**src/mcis_cfg.svh**
```systemverilog
// Register offsets, reset values and timing figures of the monitor control block
`ifndef MCIS_CFG_SVH
`define MCIS_CFG_SVH

`define MCIS_ADDR_CFG 8'h40
`define MCIS_ADDR_STAT1 8'h41
`define MCIS_ADDR_STAT2 8'h42
`define MCIS_ADDR_MASK1 8'h43

`define MCIS_CFG_RESET 8'h08
`define MCIS_STAT_RESET 8'h00
`define MCIS_MASK_RESET 8'h00
`define MCIS_READ_NONE 8'h00

`define MCIS_BIT_RUN 0
`define MCIS_BIT_IRQ_EN 1
`define MCIS_BIT_OVT_EN 2
`define MCIS_BIT_IRQ_CLR 3
`define MCIS_BIT_RST_REQ 4
`define MCIS_BIT_OVT_CLR 6
`define MCIS_BIT_INIT 7

`define MCIS_S1_TEMP_INT 4
`define MCIS_S1_TEMP_REM 5
`define MCIS_S2_CHASSIS 4
`define MCIS_S2_OVT_PIN 5

`define MCIS_CLK_MHZ 100
`define MCIS_RST_PULSE_MS 45
`define MCIS_US_PER_MS 1000
`define MCIS_RST_PULSE_CYC (`MCIS_RST_PULSE_MS * `MCIS_US_PER_MS * `MCIS_CLK_MHZ)
`define MCIS_RST_CNT_W 23
`define MCIS_RST_CNT_ZERO 23'h00_0000

`endif

```
**src/mcis_pkg.sv**
```systemverilog
// Types shared by the monitor control block
package mcis_pkg;

    typedef struct packed {
        logic initialize;
        logic ovtClear;
        logic reserved5;
        logic resetReq;
        logic irqClear;
        logic ovtEnable;
        logic irqEnable;
        logic run;
    } mcis_cfg_t;

    typedef struct packed {
        logic [7:0] limit1;
        logic [1:0] tempEvt;
        logic [1:0] limit2;
        logic [1:0] diodeFault;
    } mcis_events_t;

    typedef struct packed {
        logic active;
        logic [22:0] count;
    } mcis_timer_t;

    typedef struct packed {
        logic [7:0] bits;
    } mcis_stat_t;

    typedef struct packed {
        mcis_cfg_t cfg;
        logic [7:0] mask1;
        logic ovtLatched;
        logic ovtOe;
        logic monActive;
        logic irqOutN;
        logic resetOutN;
        logic [7:0] rdData;
    } mcis_top_t;

endpackage

```
**src/mcis_pulse_timer.sv**
```systemverilog
// One-shot low pulse timer for the reset output
`timescale 1ns/100ps
`include "mcis_cfg.svh"
module mcis_pulse_timer #(
    parameter int unsigned CYCLES = `MCIS_RST_PULSE_CYC
) (
    input wire logic core_clk, // System clock
    input wire logic rst_n, // Synchronous reset
    input wire logic start, // Request one pulse
    output logic busy // Pulse in progress
);
    mcis_pkg::mcis_timer_t st;
    mcis_pkg::mcis_timer_t next_st;

    always_comb begin
        next_st = st;
        if (st.active) begin
            if (st.count == `MCIS_RST_CNT_ZERO) begin
                next_st.active = 1'b0;
            end else begin
                next_st.count = st.count - 1'b1;
            end
        end else if (start) begin
            // Requests during a pulse are dropped, no retrigger
            next_st.active = 1'b1;
            next_st.count = `MCIS_RST_CNT_W'(CYCLES - 1);
        end
    end

    always_ff @(posedge core_clk) begin
        if (!rst_n) begin
            st <= '0;
        end else begin
            st <= next_st;
        end
    end

    assign busy = st.active;
endmodule

```
**src/mcis_sticky_status.sv**
```systemverilog
// Sticky clear-on-read status byte
`timescale 1ns/100ps
`include "mcis_cfg.svh"
module mcis_sticky_status (
    input wire logic core_clk, // System clock
    input wire logic rst_n, // Synchronous reset
    input wire logic [7:0] setVec, // Conditions present this cycle
    input wire logic readClr, // Byte is being read
    input wire logic init, // Restore default
    output logic [7:0] status // Current flags
);
    mcis_pkg::mcis_stat_t st;
    mcis_pkg::mcis_stat_t next_st;

    always_comb begin
        next_st = st;
        if (init) begin
            next_st.bits = `MCIS_STAT_RESET;
        end else if (readClr) begin
            // Only the bits returned by this read are dropped
            next_st.bits = st.bits & ~st.bits;
        end
        // A condition still present sets again, so set wins
        next_st.bits = next_st.bits | setVec;
    end

    always_ff @(posedge core_clk) begin
        if (!rst_n) begin
            st.bits <= `MCIS_STAT_RESET;
        end else begin
            st <= next_st;
        end
    end

    assign status = st.bits;
endmodule

```
**src/mcis_top.sv**
```systemverilog
// Configuration, interrupt status and mask logic of the hardware monitor
// What this block does
// Config bit 0 runs the monitor when 1, standby when 0; resets to 0.
// Clearing the run bit leaves an asserted interrupt output asserted.
// With run set and bit 3 clear, channel scanning and limit comparison are enabled.
// Host should program all limits before setting the run bit.
// Config bit 1 enables the interrupt output; default 0.
// Config bit 3 high deasserts the interrupt output, status untouched.
// Config bit 3 high suspends monitoring until cleared.
// Writing bit 4 without bit 7 gives one 45 ms low reset pulse; bit self-clears.
// Writing bit 6 deasserts the over-temperature output, status untouched.
// Writing bit 7 restores defaults of config, status and mask; self-clears.
// Status 1 bits 0-3,6,7 flag limit violations of their channels.
// Status 1 bits 4,5 flag temperature events or limit violations.
// Status 2 bits 0,1 flag 12 V and core_volt2; bits 2,3 reserved.
// Status 2 bit 4 sets while chassis_open is high.
// Status 2 bit 5 sets when overtemp_n is pulled low externally.
// Status 2 bits 6,7 flag remote diode 1 and 2 faults.
// Reading a status register clears the bits that read returned.
// A condition still present raises its flag again after the read.
// Mask 1 bit at 1 blocks the matching status 1 bit from interrupt.
// irq_out_n low when enabled, not cleared, and any unmasked status set.
// Config bit 2 enables the over-temperature output.
`timescale 1ns/100ps
`include "mcis_cfg.svh"
module mcis_top #(
    parameter int unsigned RST_PULSE_CYCLES = `MCIS_RST_PULSE_CYC
) (
    input wire logic core_clk, // System clock, 100 MHz
    input wire logic rst_n, // Synchronous reset, active low
    input wire logic [7:0] regAddr, // Register offset
    input wire logic regWr, // Write strobe
    input wire logic regRd, // Read strobe
    input wire logic [7:0] regWrData, // Write data
    output logic [7:0] regRdData, // Read data, valid cycle after strobe
    input wire mcis_pkg::mcis_events_t events, // Comparator and fault results
    input wire logic chassisOpen, // Chassis intrusion level
    input wire logic overtempEvent, // Temperature over its limit
    input wire logic overtempIn, // Level seen on overtemp_n pin
    output logic overtempOut, // Drive value of overtemp_n pin
    output logic overtempOe, // Drive enable of overtemp_n pin
    output logic irqOutN, // Interrupt output, active low
    output logic resetOutN, // Reset pulse output, active low
    output logic monitorActive // Scan and compare enable
);
    mcis_pkg::mcis_top_t st;
    mcis_pkg::mcis_top_t next_st;
    mcis_pkg::mcis_cfg_t wrCfg;
    logic [7:0] status1;
    logic [7:0] status2;
    logic [7:0] set1;
    logic [7:0] set2;
    logic wrCfgHit;
    logic rdStat1;
    logic rdStat2;
    logic doInit;
    logic pulseStart;
    logic pulseBusy;
    logic ovtExternal;
    logic irqPending;

    assign wrCfg = regWrData;
    assign wrCfgHit = regWr && (regAddr == `MCIS_ADDR_CFG);
    assign rdStat1 = regRd && (regAddr == `MCIS_ADDR_STAT1);
    assign rdStat2 = regRd && (regAddr == `MCIS_ADDR_STAT2);
    assign doInit = wrCfgHit && wrCfg.initialize;
    assign pulseStart = wrCfgHit && wrCfg.resetReq && !wrCfg.initialize;

    // Pin driven low only by us; anything else low is external
    assign ovtExternal = !overtempIn && !st.ovtOe;

    always_comb begin
        set1 = `MCIS_STAT_RESET;
        set2 = `MCIS_STAT_RESET;
        if (st.monActive) begin
            set1 = events.limit1;
            set1[`MCIS_S1_TEMP_INT] = events.limit1[`MCIS_S1_TEMP_INT] | events.tempEvt[0];
            set1[`MCIS_S1_TEMP_REM] = events.limit1[`MCIS_S1_TEMP_REM] | events.tempEvt[1];
            set2[1:0] = events.limit2;
        end
        // Pin and fault detectors keep watching in standby
        set2[`MCIS_S2_CHASSIS] = chassisOpen;
        set2[`MCIS_S2_OVT_PIN] = ovtExternal;
        set2[7:6] = events.diodeFault;
    end

    mcis_sticky_status u_stat1 (
        .core_clk(core_clk),
        .rst_n(rst_n),
        .setVec(set1),
        .readClr(rdStat1),
        .init(doInit),
        .status(status1)
    );

    mcis_sticky_status u_stat2 (
        .core_clk(core_clk),
        .rst_n(rst_n),
        .setVec(set2),
        .readClr(rdStat2),
        .init(doInit),
        .status(status2)
    );

    mcis_pulse_timer #(
        .CYCLES(RST_PULSE_CYCLES)
    ) u_rst_pulse (
        .core_clk(core_clk),
        .rst_n(rst_n),
        .start(pulseStart),
        .busy(pulseBusy)
    );

    // Status 2 has no mask here, its bits always reach the interrupt
    assign irqPending = (|(status1 & ~st.mask1)) | (|status2);

    always_comb begin
        next_st = st;
        if (doInit) begin
            next_st.cfg = `MCIS_CFG_RESET;
            next_st.mask1 = `MCIS_MASK_RESET;
        end else begin
            if (wrCfgHit) begin
                next_st.cfg = wrCfg;
                // Action bits are never stored
                next_st.cfg.resetReq = 1'b0;
                next_st.cfg.ovtClear = 1'b0;
                next_st.cfg.initialize = 1'b0;
            end
            if (regWr && (regAddr == `MCIS_ADDR_MASK1)) begin
                next_st.mask1 = regWrData;
            end
        end
        // Clear by write, but a live event still latches
        if (wrCfgHit && wrCfg.ovtClear) begin
            next_st.ovtLatched = 1'b0;
        end
        if (overtempEvent && st.cfg.ovtEnable) begin
            next_st.ovtLatched = 1'b1;
        end
        next_st.ovtOe = st.ovtLatched && st.cfg.ovtEnable && !(wrCfgHit && wrCfg.ovtClear);
        next_st.monActive = next_st.cfg.run && !next_st.cfg.irqClear;
        // Run bit plays no part, so standby keeps the line asserted
        next_st.irqOutN = !(st.cfg.irqEnable && !st.cfg.irqClear && irqPending);
        next_st.resetOutN = !pulseBusy;
        next_st.rdData = st.rdData;
        if (regRd) begin
            unique case (regAddr)
                `MCIS_ADDR_CFG: begin
                    next_st.rdData = st.cfg;
                    next_st.rdData[`MCIS_BIT_RST_REQ] = pulseBusy;
                end
                `MCIS_ADDR_STAT1: begin
                    next_st.rdData = status1;
                end
                `MCIS_ADDR_STAT2: begin
                    next_st.rdData = status2;
                end
                `MCIS_ADDR_MASK1: begin
                    next_st.rdData = st.mask1;
                end
                default: begin
                    next_st.rdData = `MCIS_READ_NONE;
                end
            endcase
        end
    end

    always_ff @(posedge core_clk) begin
        if (!rst_n) begin
            st.cfg <= `MCIS_CFG_RESET;
            st.mask1 <= `MCIS_MASK_RESET;
            st.ovtLatched <= 1'b0;
            st.ovtOe <= 1'b0;
            st.monActive <= 1'b0;
            st.irqOutN <= 1'b1;
            st.resetOutN <= 1'b1;
            st.rdData <= `MCIS_READ_NONE;
        end else begin
            st <= next_st;
        end
    end

    assign regRdData = st.rdData;
    assign overtempOut = 1'b0;
    assign overtempOe = st.ovtOe;
    assign irqOutN = st.irqOutN;
    assign resetOutN = st.resetOutN;
    assign monitorActive = st.monActive;

    a_irq_level: assert property (@(posedge core_clk) disable iff (!rst_n)
        !irqOutN |-> $past(st.cfg.irqEnable) && !$past(st.cfg.irqClear) && $past(irqPending))
        else $error("interrupt asserted without enabled pending cause");

    a_irq_cleared: assert property (@(posedge core_clk) disable iff (!rst_n)
        st.cfg.irqClear |=> irqOutN)
        else $error("interrupt asserted while clear bit set");

    a_irq_masked: assert property (@(posedge core_clk) disable iff (!rst_n)
        (status2 == 8'h00 && (status1 & ~st.mask1) == 8'h00) |=> irqOutN)
        else $error("masked status drove the interrupt");

    a_run_keeps_irq: assert property (@(posedge core_clk) disable iff (!rst_n)
        (wrCfgHit && !wrCfg.run && wrCfg.irqEnable && !wrCfg.irqClear && !wrCfg.initialize
         && st.cfg.irqEnable && !st.cfg.irqClear && irqPending && !rdStat1 && !rdStat2)
        |=> ##1 !irqOutN)
        else $error("stopping the monitor dropped the interrupt");

    a_monitor_gate: assert property (@(posedge core_clk) disable iff (!rst_n)
        monitorActive |-> st.cfg.run && !st.cfg.irqClear)
        else $error("monitoring while stopped or suspended");

    a_reset_pulse: assert property (@(posedge core_clk) disable iff (!rst_n)
        (pulseStart && !pulseBusy) |=> ##1 !resetOutN [*8])
        else $error("reset pulse missing or too short");

    a_read_clears: assert property (@(posedge core_clk) disable iff (!rst_n)
        (rdStat1 && !doInit) |=> status1 == $past(set1))
        else $error("status read did not clear returned bits");

    a_init_defaults: assert property (@(posedge core_clk) disable iff (!rst_n)
        doInit |=> (st.cfg == `MCIS_CFG_RESET) && (st.mask1 == `MCIS_MASK_RESET))
        else $error("initialize did not restore defaults");

    a_ovt_clear: assert property (@(posedge core_clk) disable iff (!rst_n)
        (wrCfgHit && wrCfg.ovtClear && !overtempEvent) |=> !st.ovtLatched ##1 !overtempOe)
        else $error("over-temperature output not cleared");

    a_chassis_flag: assert property (@(posedge core_clk) disable iff (!rst_n)
        chassisOpen |=> status2[`MCIS_S2_CHASSIS])
        else $error("chassis intrusion not flagged");

    // Suspended or standby scanning must not add limit flags
    a_standby_quiet: assert property (@(posedge core_clk) disable iff (!rst_n)
        (!monitorActive && !rdStat1 && !doInit) |=> status1 == $past(status1))
        else $error("status 1 flag raised while not monitoring");

    a_irq_enable_gate: assert property (@(posedge core_clk) disable iff (!rst_n)
        !st.cfg.irqEnable |=> irqOutN)
        else $error("interrupt asserted while output disabled");

    a_irq_raise: assert property (@(posedge core_clk) disable iff (!rst_n)
        (st.cfg.irqEnable && !st.cfg.irqClear && irqPending) |=> !irqOutN)
        else $error("pending unmasked status did not assert interrupt");

    a_action_bits: assert property (@(posedge core_clk) disable iff (!rst_n)
        wrCfgHit |=> !st.cfg.resetReq && !st.cfg.ovtClear && !st.cfg.initialize)
        else $error("action bit stayed set after write");

    a_init_status: assert property (@(posedge core_clk) disable iff (!rst_n)
        doInit |=> (status1 == $past(set1)) && (status2 == $past(set2)))
        else $error("initialize did not restore status defaults");

    a_stat2_clears: assert property (@(posedge core_clk) disable iff (!rst_n)
        (rdStat2 && !doInit) |=> status2 == $past(set2))
        else $error("status 2 read did not clear returned bits");

    // Without a read or a bit 7 write a flag may only be added, never dropped
    a_flag_sticky: assert property (@(posedge core_clk) disable iff (!rst_n)
        (!rdStat1 && !doInit) |=> (status1 & $past(status1)) == $past(status1))
        else $error("status 1 flag lost without a read");

    a_ovt_latch: assert property (@(posedge core_clk) disable iff (!rst_n)
        (overtempEvent && st.cfg.ovtEnable) |=> st.ovtLatched)
        else $error("enabled over-temperature event not latched");

    a_ovt_disabled: assert property (@(posedge core_clk) disable iff (!rst_n)
        !st.cfg.ovtEnable |=> !overtempOe)
        else $error("over-temperature output driven while disabled");

    a_ovt_pin_flag: assert property (@(posedge core_clk) disable iff (!rst_n)
        (!overtempIn && !overtempOe) |=> status2[`MCIS_S2_OVT_PIN])
        else $error("external over-temperature pull not flagged");

    a_pulse_ends: assert property (@(posedge core_clk) disable iff (!rst_n)
        $fell(pulseBusy) |=> resetOutN)
        else $error("reset output stayed low after pulse");

    a_cfg_busy_bit: assert property (@(posedge core_clk) disable iff (!rst_n)
        (regRd && regAddr == `MCIS_ADDR_CFG) |=> regRdData[`MCIS_BIT_RST_REQ] == $past(pulseBusy))
        else $error("reset request bit does not show pulse state");

    a_diode_flags: assert property (@(posedge core_clk) disable iff (!rst_n)
        (|events.diodeFault) |=> ((status2[7:6] & $past(events.diodeFault)) == $past(events.diodeFault)))
        else $error("diode fault not flagged");

    a_limit2_flags: assert property (@(posedge core_clk) disable iff (!rst_n)
        (monitorActive && |events.limit2) |=> ((status2[1:0] & $past(events.limit2)) == $past(events.limit2)))
        else $error("status 2 limit violation not flagged");

    a_temp_flags: assert property (@(posedge core_clk) disable iff (!rst_n)
        (monitorActive && |events.tempEvt)
        |=> ((status1[`MCIS_S1_TEMP_REM:`MCIS_S1_TEMP_INT] & $past(events.tempEvt)) == $past(events.tempEvt)))
        else $error("temperature event not flagged");
endmodule

```
**config.mk**
```make
export PLATFORM = sky130hd
export DESIGN_NAME = mcis_top
export DESIGN_NICKNAME = d
export VERILOG_FILES = /design/src/mcis_pkg.sv /design/src/mcis_pulse_timer.sv /design/src/mcis_sticky_status.sv /design/src/mcis_top.sv
export VERILOG_INCLUDE_DIRS = /design/src
export SDC_FILE = /design/constraint.sdc
export NUM_CORES = 1
export LEC_CHECK = 0
export BUFFER_PORTS_ARGS = -buffer_cell sky130_fd_sc_hd__clkbuf_2
export CAP_MARGIN = 10
export CELL_PAD_IN_SITES_DETAIL_PLACEMENT = 2
export CELL_PAD_IN_SITES_GLOBAL_PLACEMENT = 2
export CORE_MARGIN = 2
export CORE_UTILIZATION = 30
export DETAILED_ROUTE_END_ITERATION = 10
export PLACE_DENSITY_LB_ADDON = 0.12
export SLEW_MARGIN = 20
export SYNTH_ARGS = -nofsm -noshare
export SYNTH_HDL_FRONTEND = slang
export SYNTH_HIERARCHICAL = 1
export SYNTH_SLANG_ARGS = --single-unit
```
**constraint.sdc**
```tcl
create_clock -name core_clk -period 3 [get_ports core_clk]
set_input_delay 0.15 -clock core_clk [delete_from_list [all_inputs] [get_ports core_clk]]
set_output_delay 0.15 -clock core_clk [all_outputs]
set_load 0.1 [all_outputs]
```
-- Word level (Yosys, flattened, before mapping)
Index checks and enable logic that the tools add are counted.
- input bits: 37
- bits in latches: 0
- memories kept: 0
- memory bits (read-only): 0
- logic and storage cells: 80
- RAM bits: 0
- bits in registers: 66
- $mul: 0
- $add $sub $neg: 1
- shift operators: 0
- $lt $le $gt $ge: 0
- multiplexer cells: 16
- bitwise logic cells: 12
- div/mod/pow operators: 0
- eq/ne operators: 5
- reductions and logical operators: 30
- operators with widths (cell ; number):
    two-way mux 24 bit ; 2
    two-way mux 8 bit ; 6
    equality test 8 x 7 -> 1 bit, second input constant ; 4
    case mux 8 bit (4 select lines) ; 1
    AND 8 bit ; 3
    inverter 8 bit ; 3
    zero test 23 bit ; 1
    two-way mux 23 bit ; 1
    subtractor 23 x 1 -> 23 bit, second input constant ; 1
    bitwise OR 8 bit ; 2
    OR reduction 8 bit ; 2
    logical AND 1 bit ; 15
    two-way mux 12 bit ; 1
    zero test 1 bit ; 8
    two-way mux 4 bit ; 1
    nonzero test 2 bit ; 2
    two-way mux 1 bit ; 3
    bitwise OR 1 bit ; 3
    two-way mux 2 bit ; 1
    inequality test 2 bit, second input constant ; 1
    AND reduction 2 bit ; 1
    OR reduction 2 bit ; 1
    inverter 1 bit ; 1

-- Logic depth before layout (Yosys ltp)
- word-level depth: 6
- mapped depth: 8
- depth with buffers taken out: 8

-- By module
Netlist, hierarchy kept.
- by module, submodules not included (module ; instances ; area an instance (um2) ; cells each ; seq. area each (um2)):
    mcis_top ; 1 ; 1425.1 ; 154 ; 520.5
    mcis_pulse_timer ; 1 ; 1306.3 ; 148 ; 480.5
    mcis_sticky_status ; 2 ; 322.8 ; 36 ; 160.2

-- Least setup slack after synthesis
OpenSTA, ideal clock, no wires.
- kind: input to register
- from: input port regAddr[3]
- to: register u_rst_pulse/st[21] in the netlist's numbering
- path slack: 0.645 ns
- path buffers: 0
- data arrival time: 2.237 ns
- stages: 8
- data required time: 2.881 ns
- setup time: 0.119 ns
- path through: or4_4 nor4_2 and3_1 nor2_1 nand3b_1 a2111oi_2 xnor2_1 nor2_1
- word-level cells in the longest chain between the ends: 6
- RTL lines (element ; line ; RTL):
    start, declared ; mcis_top.sv:31 ; input wire logic [7:0] regAddr,
    equality test 8 x 7 -> 1 bit ; n/a ;
    logical AND 1 bit ; mcis_top.sv:63 ; assign wrCfgHit = regWr && (regAddr == `MCIS_ADDR_CFG);
    logical AND 1 bit (2 in series) ; mcis_top.sv:67 ; assign pulseStart = wrCfgHit && wrCfg.resetReq && !wrCfg.initialize;
    via pulseStart ; mcis_top.sv:57 ; logic pulseStart;
    nonzero test 2 bit (no line) ; n/a ;
    AND reduction 2 bit (no line) ; n/a ;
    end signal, assigned ; mcis_pulse_timer.sv:34 ; st <= next_st;
    end, declared ; mcis_pulse_timer.sv:12 ; mcis_pkg::mcis_timer_t st;
The timed path passes the listed nets, and every way through them passes these cells.
A chain may end at the register's enable or synchronous reset.

-- Final worst setup path
- from: register u_rst_pulse/st[0] in the netlist's numbering
- to: register u_rst_pulse/st[0] in the netlist's numbering
- word-level cells in the longest chain between the ends: 3
- elaborated cells on any way between the ends: 6
- those cells by class: 1 x add/sub; 1 x eq/ne; 2 x mux; 2 x reduce/logical
- RTL lines (element):
    subtractor 23 x 1 -> 23 bit or zero test 23 bit (tied branches)
    two-way mux 23 bit or inequality test 2 bit (tied branches)
    two-way mux 24 bit or AND reduction 2 bit (tied branches)
Parallel ways exist; a longest one is shown, timed or not. The select of a mux whose other input is x is not followed.

==> summary.txt <==
STA
  • Fin. Hold Viols: 0
  • Fin Clk Skew: 0.00798 ns
  • Final min period: 2.42 ns
  • Setup WS post-layout: 0.583 ns
  • Unrepaired setup endpoints after global routing: false
  • Final Slew Violations: 0
  • Fmax: 414 MHz
  • Least-Margin Pin Slew: 0.772 ns
  • Max_slew headroom: 47.9%
  • Setup TNS after final layout: 0 ns
  • Endpoints failing setup: 0
  • Period utilization: 80.6%

Hold path
  • Worst hold path class: primary input to flip-flop
  • Hold Path Cell Cnt: 3
  • Hold endpoint: u_stat2/status[4]
  • Min-delay src: chassisOpen

Floorplanning
  • Die footprint: 12100 um^2
  • Chip width: 110 um
  • Placement row count: 38
  • Initial core utilization: 31.0%
  • Core footprint: 10900 um^2
  • Die Y: 110 um
  • Io pins: 50

GRT
  • Vias in the first global route: 2955
  • First-pass GRT wire length: 16100 um
  • GR Overflow Total: 0
  • GRT Overall Usage: 17.8%
  • Initial antenna violation count: 0
  • Largest net degree at the start of global routing: 33

Setup path
  • Worst path slowest cell: or4b_1
  • CP Data Required Time: 3.23 ns
  • CP startpoint kind: flip-flop
  • Worst setup EP type: flip-flop
  • Critical Path, Cell by Cell: inv_1 > ha_1 > or4b_1 > nor4_4 > and2_1 > a31oi_1 > o221a_2
  • Reg2Reg Depth: 7
  • Reg-to-Reg End: u_rst_pulse/st[0]
  • WS Path Type: flip-flop to flip-flop
  • CP Max Fanout: 8
  • Max incr delay on CP: 0.55 ns
  • FF-to-FF Start: u_rst_pulse/st[0]
  • R2r setup slk: 0.58 ns
  • Critical Path AT: 2.65 ns

Clock network
  • Clock transition at path regs: 0.07 ns
  • Root Buffer: clkbuf_8
  • TritonCTS buffer count: 9
  • Max Root-Sink Buffers: 2
  • CTS tree: done
  • Clock sink total: 66
  • H-tree Lvls: 3
  • Worst skew pair latency: 0.34 ns

Synth
  • Post-synthesis sequential area ratio: 39.1%
  • Post-synth EDFFs: 0
  • Synthesized area per cell: 9.03 um^2
  • Synth unique cells: 66
  • Yosys warning total: 6
  • Gate Count Post-Synth: 374
  • Asr flop ratio synth: 0%
  • Post-synth top area cell: dfxtp_1
  • Main synth FF type: dfxtp_1
  • #FFs+latches synth: 66
  • Area contributors post-synth: dfxtp_1, nand2_1, o21ai_2
  • Cell Area, Synth: 3380 um^2
  • Yosys top cell area share: 39.1%

Status
  • Outcome: complete, no violations

Pwr
  • Lkg Pwr: 1.56 nW
  • Max IR drop VDD: 0.168 mV
  • Pwr/cell area: 475 nW/um^2

Detailed routing
  • Vias per cell: 5.14
  • Post-route ant nets: 0
  • Avg WL per Cell: 18.1 um
  • Final Routed Wirelength: 10200 um
  • Vias: 2877
  • Detailed-route DRC error count: 0
  • Initial drt markers: 83
  • First-pass DRT Iterations: 4

Final layout
  • Area growth, synth to finish: 15.2%
  • Layout Nets: 454
  • Antenna cells: 0
  • Reg area: 1320 um^2
  • Share of cells above drive strength 1: 25.7%
  • Fill count: 1219
  • Multi-input gate area: 1800 um^2

Place
  • Placed wire-length estimate: 7570 um
  • RePlAce Congestion: 0.756
  • # port buffers: 48
  • Pre-CTS WS: 0.581 ns

Job
  • Max-cap violations: 0
-- power breakdown --
group          total [W]  internal [W]  switching [W]
Clock           0.000847      0.000488       0.000358
Sequential      0.000894      0.000884      0.0000106
Combinational   0.000108     0.0000441      0.0000635
Total            0.00185       0.00142       0.000432
-- synthesized netlist by cell type, types with 10 or more instances --
master	n
a21oi_1	13
and2_1	13
buf_4	13
dfxtp_1	66
inv_1	17
mux2i_1	13
nand2_1	57
nor2_1	20
nor2b_1	10
nor4_1	11
o21ai_2	16
-- cells in the final DEF (no fill, tap or decap), drive strengths merged, types with 3 or more instances in the layout --
cell type / Yosys / layout
or4: 10 / 10
dfxtp: 66 / 66
nor2b: 10 / 10
nand2b: 5 / 5
clkbuf: 5 / 59
mux4: 6 / 6
nand3: 8 / 8
o22ai: 3 / 3
a21oi: 13 / 13
inv: 17 / 17
nand3b: 4 / 4
or3: 5 / 5
nor3: 8 / 8
nand2: 57 / 57
mux2i: 13 / 13
o21ai: 20 / 20
or2: 4 / 4
and2: 13 / 13
xnor2: 6 / 6
nor4: 13 / 13
clkinv: 1 / 3
a22oi: 8 / 8
nor2: 20 / 20
conb: 1 / 3
buf: 23 / 6
-- state kept, by name, indices dropped and copies added (netlist names) --
signal            flops
u_rst_pulse/st       23
resetOutN             1
st                   14
irqOutN               1
overtempOe            1
u_rst_pulse/busy      1
regRdData             8
monitorActive         1
u_stat1/status        8
u_stat2/status        8
-- final cells by class --
cell class / count / area share [%]
Inverter: 18 / 1.74
Clock inverter: 5 / 1.99
Clock buffer: 11 / 3.64
Timing Repair Buffer: 56 / 7.85
Sequential cell: 66 / 34.0
Tap cell: 140 / 4.50
Multi-Input combinational cell: 264 / 46.3
-- worst max-delay path, delay by kind of cell, from the launching register on --
kind | cells | cell delay (ns)
AOI/OAI and AO/OA | 2 | 0.51
adders and majority gates | 1 | 0.13
buffers and inverters | 1 | 0.10
DFF | 1 | 0.36
and+or+nand+nor | 3 | 1.21
-- per-layer routing --
layer | wire length [um] | vias to the layer above | GRT usage (%)
li1 | - | 1396 | -
met1 | 5170 | 1430 | 25.4
met2 | 4570 | 43 | 27.0
met3 | 306 | 8 | 2.82
met4 | 117 | 0 | 6.43
met5 | 0 | - | 0
-- worst max-delay path by stage --
stage                                    end              start  cells after the start  slack, ns
final                      u_rst_pulse/st[0]  u_rst_pulse/st[0]                      7       0.58
after global routing       u_rst_pulse/st[0]  u_rst_pulse/st[0]                      7       0.42
after CTS                  u_rst_pulse/st[0]  u_rst_pulse/st[0]                      7       0.57
after detailed placement  u_rst_pulse/st[21]         regAddr[3]                      9       0.58
after global placement     u_rst_pulse/st[0]  u_rst_pulse/st[0]                      7       0.59
after floorplan           u_rst_pulse/st[21]         regAddr[3]                      8       0.64
-- metrics by stage --
| step | instance area, um^2 | cells | hold slack (ns) | power, W | util, % |
|---|---|---|---|---|---|
| floorplan | 3380 | 376 | 0.238 | 0.000975 | - |
| global placement | 3650 | 542 | 0.364 | 0.00102 | 33.5 |
| detailed placement | 3650 | 542 | 0.364 | 0.00102 | 33.5 |
| CTS | 3890 | 560 | 0.00220 | 0.00188 | 35.7 |
| global route | 3890 | 560 | 0.00983 | 0.00193 | 35.7 |
| finish | 3890 | 560 | 0.0152 | 0.00185 | 35.7 |
-- cells by family after synthesis --
kind of cell             after synthesis  synth area share, %
other                                  1                0.111
multiplexers                          21                 8.52
flip-flops                            66                 39.1
XOR/XNOR                               7                 1.82
AND/OR/NAND/NOR                      162                 26.0
buffers and inverters                 46                 7.78
AO/OA/AOI/OAI                         69                 15.9
adder cells (fa/ha/maj)                2                0.741
-- repair_timing --
action	4_1_cts	5_1_grt
setup buffers	0	0
hold buffers	2	0
endpoints found under the setup margin	0	0
hold endpoints to repair	2	0
resized for setup	0	0
Note: power is estimated with default switching activity, not from simulation.
